### src/verilog/fault_pkg.sv
// What this block does
// [RULE1] latched fault holds until cause removed, clear
// [RULE2] current above 200 percent trips overcurrent
// [RULE3] ground fault flag trips ground fault
// [RULE4] 150 percent for one minute trips overload
// [RULE5] timer runs at 150 percent, trips overload
// [RULE6] heat sink overheat flag trips overheat
// [RULE7] capacitor replacement due trips capacitor fault
// [RULE8] any open output phase trips phase loss
// [RULE9] bus above 400 volts trips overvoltage
// [RULE10] bus below 180 volts trips low voltage
// [RULE11] thermal model overload trips electronic thermal
// [RULE12] storage write failure raises save error
// [RULE13] control circuitry error raises hardware fault
// [RULE14] keypad link loss raises communication error
// [RULE15] fan fault input raises cooling fan fault
// [RULE16] emergency cutoff disables output at once
// [RULE17] cutoff release with run held resumes
// [RULE18] open-sense external input on trips fault A
// [RULE19] closed-sense external input trips fault B
// [RULE20] lost analog or serial reference applies action
// [RULE21] action 0 continue, 1 coast, 2 decel
// [RULE22] closed sense trips off, open sense on
// [RULE23] code shown; combined disable while latched
package fault_pkg;

  // ----------------------------------------
  // fault codes shown on the display
  // ----------------------------------------
  typedef enum logic [4:0] {
    code_none,
    code_overcurrent,
    code_ground,
    code_drive_overload,
    code_overload_trip,
    code_heatsink,
    code_capacitor,
    code_phase_loss,
    code_overvoltage,
    code_low_voltage,
    code_thermal,
    code_save_error,
    code_hardware,
    code_comm_error,
    code_fan,
    code_cutoff,
    code_ext_a,
    code_ext_b
  } fault_code_t;

  // ----------------------------------------
  // input function and loss action codes
  // ----------------------------------------
  localparam logic [4:0] func_ext_fault = 5'h13;
  localparam logic [1:0] loss_continue  = 2'h0;
  localparam logic [1:0] loss_coast     = 2'h1;
  localparam logic [1:0] loss_decel     = 2'h2;
  localparam int         num_inputs     = 5;

  // ----------------------------------------
  // thresholds, current in percent, bus in volts
  // ----------------------------------------
  localparam logic [9:0]  oc_pct      = 10'h0C8;
  localparam logic [9:0]  ol_pct      = 10'h096;
  localparam logic [9:0]  ov_volts    = 10'h190;
  localparam logic [9:0]  uv_volts    = 10'h0B4;
  localparam int          ol_time_s   = 60;
  localparam longint      clk_hz      = 100000000;
  localparam longint      ol_cycles_d = ol_time_s * clk_hz;

endpackage

### src/verilog/trip_if.sv
`timescale 1ns/1ps
interface trip_if;
  logic       overload_trip;
  logic [2:0] phase_open;
  modport src (output overload_trip, output phase_open);
  modport dst (input overload_trip, input phase_open);
endinterface

### src/verilog/overload_timer.sv
`timescale 1ns/1ps
module overload_timer #(
  parameter logic [32:0] limit = 33'(fault_pkg::ol_cycles_d)
) (
  input  wire logic       sys_clk,
  input  wire logic       rstn,
  input  wire logic [9:0] current_pct,
  input  wire logic [2:0] phase_current_ok,
  input  wire logic       running,
  trip_if.src             trips
);
  logic [32:0] count;
  logic [32:0] next_count;
  logic        hit;
  logic        next_hit;

  always_comb
  begin
    next_count = 33'h0_0000_0000;
    next_hit   = hit;
    if (current_pct >= fault_pkg::ol_pct)
    begin
      // saturating so a long overload never wraps back to safe
      next_count = (count == limit) ? count : count + 33'h0_0000_0001; // [RULE5]
    end
    if (count == limit)
      next_hit = 1'b1; // [RULE4]
    else
      next_hit = 1'b0;
  end

  always_ff @(posedge sys_clk or negedge rstn)
  begin
    if (!rstn)
    begin
      count <= 33'h0_0000_0000;
      hit   <= 1'b0;
    end
    else
    begin
      count <= next_count;
      hit   <= next_hit;
    end
  end

  assign trips.overload_trip = hit;
  // phase is open only when the drive runs and sees no current there
  assign trips.phase_open    = running ? ~phase_current_ok : 3'h0; // [RULE8]

  chk_timer_trip: assert property (@(posedge sys_clk) disable iff (!rstn) // [RULE5]
    (count == limit) |=> hit)
    else $error("overload timer did not trip");
  chk_timer_reset: assert property (@(posedge sys_clk) disable iff (!rstn) // [RULE4]
    (current_pct < fault_pkg::ol_pct) |=> (count == 33'h0_0000_0000))
    else $error("overload timer not cleared");
endmodule

### src/verilog/drive_fault_supervisor.sv
`timescale 1ns/1ps
module drive_fault_supervisor #(
  parameter logic [32:0] overload_cycles = 33'(fault_pkg::ol_cycles_d)
) (
  input  wire logic        sys_clk,
  input  wire logic        rstn,
  input  wire logic [9:0]  current_pct,
  input  wire logic [9:0]  bus_volts,
  input  wire logic [2:0]  phase_current_ok,
  input  wire logic        ground_fault,
  input  wire logic        heatsink_hot,
  input  wire logic        capacitor_due,
  input  wire logic        thermal_overload,
  input  wire logic        save_failed,
  input  wire logic        control_error,
  input  wire logic        keypad_lost,
  input  wire logic        fan_fault,
  input  wire logic        cutoff_in,
  input  wire logic        forward_run_input,
  input  wire logic        reverse_run_input,
  input  wire logic [4:0]  terminal_in,
  input  wire logic [24:0] input_function_select,
  input  wire logic [4:0]  input_closed_sense,
  input  wire logic        ref_external,
  input  wire logic        ref_present,
  input  wire logic [1:0]  reference_loss_action,
  input  wire logic        fault_clear,
  output logic [4:0]       display_code,
  output logic             output_disable,
  output logic             hold_last_freq,
  output logic             decel_stop,
  output logic             fault_active
);
  // ----------------------------------------
  // external fault decode
  // ----------------------------------------
  function automatic logic ext_trip(input logic [24:0] sel, input logic [4:0] pins,
                                    input logic [4:0] sense, input logic want_closed);
    logic r;
    r = 1'b0;
    for (int i = 0; i < fault_pkg::num_inputs; i++)
    begin
      if (sel[i*5 +: 5] == fault_pkg::func_ext_fault && sense[i] == want_closed)
        r = r | (want_closed ? ~pins[i] : pins[i]); // [RULE22]
    end
    return r;
  endfunction

  trip_if trips ();

  overload_timer #(
    .limit (overload_cycles)
  ) u_timer (
    .sys_clk          (sys_clk),
    .rstn             (rstn),
    .current_pct      (current_pct),
    .phase_current_ok (phase_current_ok),
    .running          (forward_run_input | reverse_run_input),
    .trips            (trips.src)
  );

  // ----------------------------------------
  // cause detection, highest priority first
  // ----------------------------------------
  fault_pkg::fault_code_t cause;
  logic ext_a;
  logic ext_b;
  logic ref_lost;

  assign ext_a    = ext_trip(input_function_select, terminal_in, input_closed_sense, 1'b0);
  assign ext_b    = ext_trip(input_function_select, terminal_in, input_closed_sense, 1'b1);
  assign ref_lost = ref_external & ~ref_present; // [RULE20]

  always_comb
  begin
    cause = fault_pkg::code_none;
    if (current_pct > fault_pkg::oc_pct)
      cause = fault_pkg::code_overcurrent; // [RULE2]
    else if (ground_fault)
      cause = fault_pkg::code_ground; // [RULE3]
    else if (bus_volts > fault_pkg::ov_volts)
      cause = fault_pkg::code_overvoltage; // [RULE9]
    else if (bus_volts < fault_pkg::uv_volts)
      cause = fault_pkg::code_low_voltage; // [RULE10]
    else if (trips.overload_trip)
      cause = fault_pkg::code_overload_trip; // [RULE5] [RULE4]
    else if (heatsink_hot)
      cause = fault_pkg::code_heatsink; // [RULE6]
    else if (capacitor_due)
      cause = fault_pkg::code_capacitor; // [RULE7]
    else if (|trips.phase_open)
      cause = fault_pkg::code_phase_loss; // [RULE8]
    else if (thermal_overload)
      cause = fault_pkg::code_thermal; // [RULE11]
    else if (control_error)
      cause = fault_pkg::code_hardware; // [RULE13]
    else if (save_failed)
      cause = fault_pkg::code_save_error; // [RULE12]
    else if (keypad_lost)
      cause = fault_pkg::code_comm_error; // [RULE14]
    else if (fan_fault)
      cause = fault_pkg::code_fan; // [RULE15]
    else if (ext_a)
      cause = fault_pkg::code_ext_a; // [RULE18]
    else if (ext_b)
      cause = fault_pkg::code_ext_b; // [RULE19]
  end

  // ----------------------------------------
  // fault latch
  // ----------------------------------------
  fault_pkg::fault_code_t latched;
  fault_pkg::fault_code_t next_latched;
  logic                   active_cause;

  assign active_cause = (cause != fault_pkg::code_none);

  always_comb
  begin
    next_latched = latched;
    if (latched == fault_pkg::code_none && active_cause)
      next_latched = cause;
    // clear only after every cause has gone; a new cause beats the clear
    else if (fault_clear && !active_cause)
      next_latched = fault_pkg::code_none; // [RULE1]
  end

  always_ff @(posedge sys_clk or negedge rstn)
  begin
    if (!rstn)
      latched <= fault_pkg::code_none;
    else
      latched <= next_latched;
  end

  // ----------------------------------------
  // outputs
  // ----------------------------------------
  logic [4:0] next_display;
  logic       next_hold;
  logic       next_decel;
  logic       loss_coast_cut;

  assign loss_coast_cut = ref_lost && reference_loss_action == fault_pkg::loss_coast; // [RULE21]

  always_comb
  begin
    next_display = latched;
    if (latched == fault_pkg::code_none && cutoff_in)
      next_display = fault_pkg::code_cutoff;
    next_hold  = ref_lost && reference_loss_action == fault_pkg::loss_continue; // [RULE21]
    next_decel = ref_lost && reference_loss_action == fault_pkg::loss_decel; // [RULE21]
  end

  always_ff @(posedge sys_clk or negedge rstn)
  begin
    if (!rstn)
    begin
      display_code   <= 5'h00;
      hold_last_freq <= 1'b0;
      decel_stop     <= 1'b0;
    end
    else
    begin
      display_code   <= next_display; // [RULE23]
      hold_last_freq <= next_hold;
      decel_stop     <= next_decel;
    end
  end

  // cutoff acts combinationally so no ramp or clock delay precedes it;
  // release resumes as soon as cutoff drops if a run input is held
  assign output_disable = (latched != fault_pkg::code_none) | cutoff_in // [RULE16] [RULE23]
                        | loss_coast_cut
                        | ~(forward_run_input | reverse_run_input); // [RULE17]
  assign fault_active   = (latched != fault_pkg::code_none);

  // ----------------------------------------
  // checks on the fault latch
  // ----------------------------------------
  chk_latch_hold: assert property (@(posedge sys_clk) disable iff (!rstn) // [RULE1]
    (latched != fault_pkg::code_none && active_cause) |=> (latched == $past(latched)))
    else $error("fault released while cause present");

  chk_clear_done: assert property (@(posedge sys_clk) disable iff (!rstn) // [RULE1]
    (latched != fault_pkg::code_none && fault_clear && !active_cause)
    |=> latched == fault_pkg::code_none)
    else $error("clear ignored with no cause present");

  chk_disable_latched: assert property (@(posedge sys_clk) disable iff (!rstn) // [RULE23]
    (latched != fault_pkg::code_none) |-> output_disable ##1 display_code == $past(latched))
    else $error("latched fault not shown");

  chk_idle_display: assert property (@(posedge sys_clk) disable iff (!rstn) // [RULE23]
    (latched == fault_pkg::code_none && !cutoff_in) |=> display_code == 5'h00)
    else $error("display not blank while healthy");

  // ----------------------------------------
  // checks on the trip codes
  // ----------------------------------------
  chk_oc_trip: assert property (@(posedge sys_clk) disable iff (!rstn) // [RULE2]
    (latched == fault_pkg::code_none && current_pct > fault_pkg::oc_pct)
    |=> latched == fault_pkg::code_overcurrent)
    else $error("overcurrent not latched");

  chk_ground_trip: assert property (@(posedge sys_clk) disable iff (!rstn) // [RULE3]
    (latched == fault_pkg::code_none && ground_fault && current_pct <= fault_pkg::oc_pct)
    |=> latched == fault_pkg::code_ground)
    else $error("ground fault not latched");

  chk_ov_trip: assert property (@(posedge sys_clk) disable iff (!rstn) // [RULE9]
    (latched == fault_pkg::code_none && bus_volts > fault_pkg::ov_volts
     && current_pct <= fault_pkg::oc_pct && !ground_fault)
    |=> latched == fault_pkg::code_overvoltage)
    else $error("overvoltage not latched");

  chk_uv_trip: assert property (@(posedge sys_clk) disable iff (!rstn) // [RULE10]
    (latched == fault_pkg::code_none && bus_volts < fault_pkg::uv_volts
     && current_pct <= fault_pkg::oc_pct && !ground_fault)
    |=> latched == fault_pkg::code_low_voltage)
    else $error("low voltage not latched");

  // ----------------------------------------
  // checks that each cause raises the fault; the save, hardware, comm and fan checks do not test the cut
  // ----------------------------------------
  // a cause held over an edge either fills the empty latch or blocks its clear,
  // so these hold whichever code the priority order picks
  chk_overload_cut: assert property (@(posedge sys_clk) disable iff (!rstn) // [RULE5]
    trips.overload_trip |=> fault_active && output_disable)
    else $error("overload trip did not cut output");

  chk_heat_cut: assert property (@(posedge sys_clk) disable iff (!rstn) // [RULE6]
    heatsink_hot |=> fault_active && output_disable)
    else $error("heat sink overheat did not cut output");

  chk_capacitor_cut: assert property (@(posedge sys_clk) disable iff (!rstn) // [RULE7]
    capacitor_due |=> fault_active && output_disable)
    else $error("capacitor fault did not cut output");

  chk_phase_cut: assert property (@(posedge sys_clk) disable iff (!rstn) // [RULE8]
    ((forward_run_input || reverse_run_input) && phase_current_ok != 3'h7)
    |=> fault_active && output_disable)
    else $error("open phase did not cut output");

  chk_thermal_cut: assert property (@(posedge sys_clk) disable iff (!rstn) // [RULE11]
    thermal_overload |=> fault_active && output_disable)
    else $error("thermal overload did not cut output");

  chk_save_shown: assert property (@(posedge sys_clk) disable iff (!rstn) // [RULE12]
    save_failed |=> fault_active)
    else $error("save error not raised");

  chk_hw_shown: assert property (@(posedge sys_clk) disable iff (!rstn) // [RULE13]
    control_error |=> fault_active)
    else $error("hardware fault not raised");

  chk_comm_shown: assert property (@(posedge sys_clk) disable iff (!rstn) // [RULE14]
    keypad_lost |=> fault_active)
    else $error("communication error not raised");

  chk_fan_shown: assert property (@(posedge sys_clk) disable iff (!rstn) // [RULE15]
    fan_fault |=> fault_active)
    else $error("cooling fan fault not raised");

  chk_ext_a_cut: assert property (@(posedge sys_clk) disable iff (!rstn) // [RULE18] [RULE22]
    ext_a |=> fault_active && output_disable)
    else $error("external fault A did not cut output");

  chk_ext_b_cut: assert property (@(posedge sys_clk) disable iff (!rstn) // [RULE19] [RULE22]
    ext_b |=> fault_active && output_disable)
    else $error("external fault B did not cut output");

  // ----------------------------------------
  // checks on cutoff and reference loss
  // ----------------------------------------
  chk_cut_now: assert property (@(posedge sys_clk) disable iff (!rstn) // [RULE16]
    cutoff_in |-> output_disable)
    else $error("cutoff did not disable output");

  chk_cut_shown: assert property (@(posedge sys_clk) disable iff (!rstn) // [RULE16]
    (latched == fault_pkg::code_none && cutoff_in)
    |=> display_code == fault_pkg::code_cutoff)
    else $error("cutoff not shown");

  chk_resume_run: assert property (@(posedge sys_clk) disable iff (!rstn) // [RULE17]
    (!cutoff_in && forward_run_input && latched == fault_pkg::code_none && !ref_lost)
    |-> !output_disable)
    else $error("no resume after cutoff release");

  chk_loss_hold: assert property (@(posedge sys_clk) disable iff (!rstn) // [RULE21]
    (ref_lost && reference_loss_action == fault_pkg::loss_continue)
    |=> hold_last_freq)
    else $error("continue action not applied");

  chk_loss_coast: assert property (@(posedge sys_clk) disable iff (!rstn) // [RULE21]
    (ref_lost && reference_loss_action == fault_pkg::loss_coast)
    |-> output_disable)
    else $error("coast action did not cut output");

  chk_loss_decel: assert property (@(posedge sys_clk) disable iff (!rstn) // [RULE21]
    (ref_lost && reference_loss_action == fault_pkg::loss_decel) |=> decel_stop)
    else $error("decel action not applied");

  chk_ref_back: assert property (@(posedge sys_clk) disable iff (!rstn) // [RULE20]
    !ref_lost |=> !hold_last_freq && !decel_stop)
    else $error("loss action applied with reference present");

  // ----------------------------------------
  // scenarios worth seeing
  // ----------------------------------------
  cov_oc: cover property (@(posedge sys_clk) latched == fault_pkg::code_overcurrent);
  cov_clear: cover property (@(posedge sys_clk)
    latched != fault_pkg::code_none ##1 latched == fault_pkg::code_none);
  cov_ext_b: cover property (@(posedge sys_clk) latched == fault_pkg::code_ext_b);
  cov_cutoff: cover property (@(posedge sys_clk) cutoff_in ##1 !cutoff_in);
  cov_overload: cover property (@(posedge sys_clk) latched == fault_pkg::code_overload_trip);
endmodule

### config.mk
export PLATFORM = sky130hd
export DESIGN_NAME = drive_fault_supervisor
export DESIGN_NICKNAME = d
export VERILOG_FILES = /design/src/verilog/fault_pkg.sv /design/src/verilog/trip_if.sv /design/src/verilog/overload_timer.sv /design/src/verilog/drive_fault_supervisor.sv
export SDC_FILE = /design/constraint.sdc
export NUM_CORES = 1
export LEC_CHECK = 0
export ABC_AREA = 0
export BUFFER_PORTS_ARGS = -buffer_cell sky130_fd_sc_hd__buf_2
export CAP_MARGIN = 20
export CORE_MARGIN = 2
export CORE_UTILIZATION = 55
export CTS_CLUSTER_DIAMETER = 30
export DETAILED_ROUTE_END_ITERATION = 8
export GPL_TIMING_DRIVEN = 0
export PLACE_DENSITY = 0.83
export SLEW_MARGIN = 40
export SYNTH_ARGS = -nofsm -noshare
export SYNTH_HDL_FRONTEND = slang
export SYNTH_SLANG_ARGS = --single-unit
### constraint.sdc
create_clock -name sys_clk -period 4.45 [get_ports sys_clk]
set_input_delay 0.89 -clock sys_clk [delete_from_list [all_inputs] [get_ports sys_clk]]
set_output_delay 0.89 -clock sys_clk [all_outputs]
set_load 0.01 [all_outputs]
==> impl_metrics.tcl <==
set metrics [dict create \
    reg2reg_to "u_timer.count[31]" \
    highest-signal-layer "met4" \
    worst_ep_arrival_ns 2.17 \
    floorplan.initialDensity_pct 56.08 \
    worst_setup_path_end_kind "output pin" \
    synthesis.nets 364 \
    rows 25 \
    routed-via-count 2415 \
    cts.sinks 46 \
    tightest_slew_ns 0.7908 \
    placeableCoreArea_um2 4661 \
    cts_inserted_buffers 5 \
    power_leakage_nw 1.567 \
    setup.worst_path.start_class "flip-flop" \
    hold_class "flip-flop to flip-flop" \
    hold_slack_ns 0.4765 \
    worst_path_max_delay_cell "sky130_fd_sc_hd__or4_1" \
    port-buffer-count 84 \
    critical_path.max_fanout 4 \
    finalSetupViolations 0 \
    post-route-drc-count 0 \
    drive_above_1_share_pct 26.72 \
    clkTransAtPathRegs_ns 0.07 \
    detailed_place_hpwl_mm 4.391 \
    worst-r2r-setup-slack_ns 2.16 \
    hold_path_depth 2 \
    ir_drop_v 0.0001275 \
    postLayoutCoreUtil_pct 68.56 \
    clock_latency_ns 0.29 \
    rsz_0062_raised_after_global_routing "no" \
    die-width_um 72.94 \
    number_of_antenna_violations_at_the_first_check_in_global_routing 0 \
    drt-wirelength-per-cell_um 12.88 \
    timing_hold_violations_final 0 \
    vertical_die_dimension_um 72.94 \
    ys.warnings.count 0 \
    post_route_m1_wl_mm 2.381 \
    global_route.usage.total_pct 22.44 \
    antenna-diode-count 0 \
    worst_min_delay_path_startpoint "latched[3]" \
    ys_seq_area_share_pct 44.04 \
    cts_hold_buf 0 \
    placed_inst_area_um2 3104 \
    grt_pass1_vias 2284 \
    dr.pass1.iters 4 \
    syn_area_per_cell_um2 9.139 \
    ys_dominant_reg_cell "sky130_fd_sc_hd__dfrtp_1" \
    mostFrequentLayoutCells "sky130_fd_sc_hd__buf_2 (84), sky130_fd_sc_hd__nor2_1 (49), sky130_fd_sc_hd__dfrtp_1 (46)" \
    postSynthCellCount 286 \
    wl_mm 5.565 \
    first_iter_violations 173 \
    cp_cell_sequence "or4_1 -> nor2_1 -> inv_1 -> or4_1 -> buf_2" \
    count_of_flip_flops_with_a_built_in_enable_after_synthesis 0 \
    cpPeakStageDelay_ns 0.51 \
    min_period_over_period_pct 68.70 \
    power_density_nw_per_um2 309.1 \
    htree_levels 2 \
    design_area_um2 3196 \
    vias_per_cell 5.590 \
    cp_class "flip-flop to output pin" \
    global_route_wire_length_before_repair_mm 9.370 \
    worst_hold_endpoint "display_code[3]" \
    max_cap_viol_count 0 \
    grt_start_max_net_pins 47 \
    clock_tree.root_cell "sky130_fd_sc_hd__clkbuf_8" \
    status "complete, no violations" \
    final_antenna_net_count 0 \
    critPathRequiredTime_ns 3.56 \
    synthArstFlopShare_pct 100.0 \
    design.final.nets 455 \
    most_common_cell_after_layout_fill_and_taps_aside "sky130_fd_sc_hd__buf_2" \
    wl_met3_um 295 \
    reg2reg_from "u_timer.count[6]" \
    synth_cell_type_count 47 \
    design.portCount 85 \
    synthesis.area_um2 2614 \
    met2_wirelength_mm 2.785 \
    synthToLayoutAreaGrowth_pct 22.26 \
    maxSlewViolCount 0 \
    tritoncts "done" \
    gp_routability_congestion 0.8349 \
    critical_path.most_common_cell "sky130_fd_sc_hd__or4_1" \
    timing.final.crit_period_ns 3.057 \
    cts.path.max_buffers 2 \
    max_slew_margin_pct 46.96 \
    post_cts_buffers 0 \
    ys_seq_elements 46 \
    postCtsResizedCells 0 \
    worst_clock_skew_ns 0.01029 \
    fmaxAchievable_mhz 327.1 \
    total_negative_setup_slack_ns 0 \
    worst-r2r-cell-count 7 \
    grt-ovfl-total 0 \
    dieArea_um2 5320 \
]
-- metal layers --
layer | vias to the layer above | GRT usage (%)
li1 | 1211 | -
met1 | 1121 | 27.44
met4 | 0 | 8.642
met3 | 10 | 4.144
met5 | - | 0
met2 | 73 | 39.19
-- Yosys cell counts (2+ instances only) --
library cell,instances,area (um^2)
sky130_fd_sc_hd__clkbuf_1,4,15.01
sky130_fd_sc_hd__or3_1,3,18.77
sky130_fd_sc_hd__or4_1,5,37.54
sky130_fd_sc_hd__o41ai_1,2,17.52
sky130_fd_sc_hd__ha_1,2,25.02
sky130_fd_sc_hd__o21ai_0,6,30.03
sky130_fd_sc_hd__o21ai_1,2,10.01
sky130_fd_sc_hd__nor2_1,49,183.9
sky130_fd_sc_hd__and4b_1,3,30.03
sky130_fd_sc_hd__nor3_1,9,45.04
sky130_fd_sc_hd__and3_1,8,50.05
sky130_fd_sc_hd__xor2_1,18,157.7
sky130_fd_sc_hd__nand3_1,11,55.05
sky130_fd_sc_hd__a21oi_1,10,50.05
sky130_fd_sc_hd__nor2_2,3,18.77
sky130_fd_sc_hd__nor4bb_1,9,90.09
sky130_fd_sc_hd__nand4_1,7,43.79
sky130_fd_sc_hd__nor4_1,4,25.02
sky130_fd_sc_hd__inv_1,12,45.04
sky130_fd_sc_hd__a31oi_1,5,31.28
sky130_fd_sc_hd__nor2b_1,2,12.51
sky130_fd_sc_hd__nand2_1,23,86.33
sky130_fd_sc_hd__and4_1,3,26.28
sky130_fd_sc_hd__and3b_1,3,26.28
sky130_fd_sc_hd__o31a_1,2,17.52
sky130_fd_sc_hd__dfrtp_1,46,1151
sky130_fd_sc_hd__nand2b_1,3,18.77
sky130_fd_sc_hd__xnor2_1,11,96.34
sky130_fd_sc_hd__nor4b_1,3,26.28
-- power breakdown --
group	total (mW)	internal, mW	switching, mW	leakage (nW)
combinational	0.221	0.102	0.119	0.897
sequential	0.512	0.471	0.0405	0.622
clock	0.255	0.125	0.129	0.0482
total	0.988	0.698	0.289	1.57
-- worst max-delay path: cells and delay by family (launching register included) --
| family | cells | cell delay, ns |
|---|---|---|
| DFF | 1 | 0.39 |
| buffers and inverters | 2 | 0.25 |
| and+or+nand+nor | 3 | 1.25 |
-- flip-flops by register name, indices dropped and copies added (netlist names) --
| signal | count |
|---|---|
| u_timer.trips.overload_trip | 1 |
| hold_last_freq | 1 |
| decel_stop | 1 |
| u_timer.count | 33 |
| latched | 5 |
| display_code | 5 |
-- how the worst max path moves through the flow --
stage | from | endpoint | cells after the start
5_1_grt | latched[2] | output_disable | 5
3_3_place_gp | current_pct[2] | latched[1] | 8
6_report | latched[1] | output_disable | 5
2_1_floorplan | current_pct[2] | latched[1] | 6
3_5_place_dp | current_pct[2] | latched[1] | 7
4_1_cts | latched[1] | output_disable | 5
-- metrics by stage --
step           total power, mW  setup slack [ns]  instances
2_1_floorplan           0.6387             1.813        286
3_3_place_gp            0.7331             1.565        424
3_5_place_dp            0.7433             1.565        424
4_1_cts                 0.9986             1.373        432
5_1_grt                  1.048             1.296        432
6_report                0.9877             1.393        432
-- cells by family (layout without fill, tap and decap cells) --
kind of cell	Yosys count	in the layout	synth area share, %
buffers and inverters	17	109	2.489
XOR/XNOR	29	29	9.717
flip-flops	46	46	44.04
AO/OA/AOI/OAI	37	37	9.336
AND/OR/NAND/NOR	154	154	33.08
multiplexers	1	1	0.3830
adder cells (fa/ha/maj)	2	2	0.9572
-- cell type report --
| cell class | instances | area [um^2] |
|---|---|---|
| Buffer | 5 | 20.02 |
| Clock buffer | 7 | 86.33 |
| Clock inverter | 1 | 5.005 |
| Fill cell | 363 | 1465 |
| Inverter | 12 | 45.04 |
| Multi-Input combinational cell | 223 | 1398 |
| Sequential cell | 46 | 1151 |
| Tap cell | 54 | 67.56 |
| Timing Repair Buffer | 84 | 422.9 |
No activity file was read; power rests on OpenSTA's default activity.
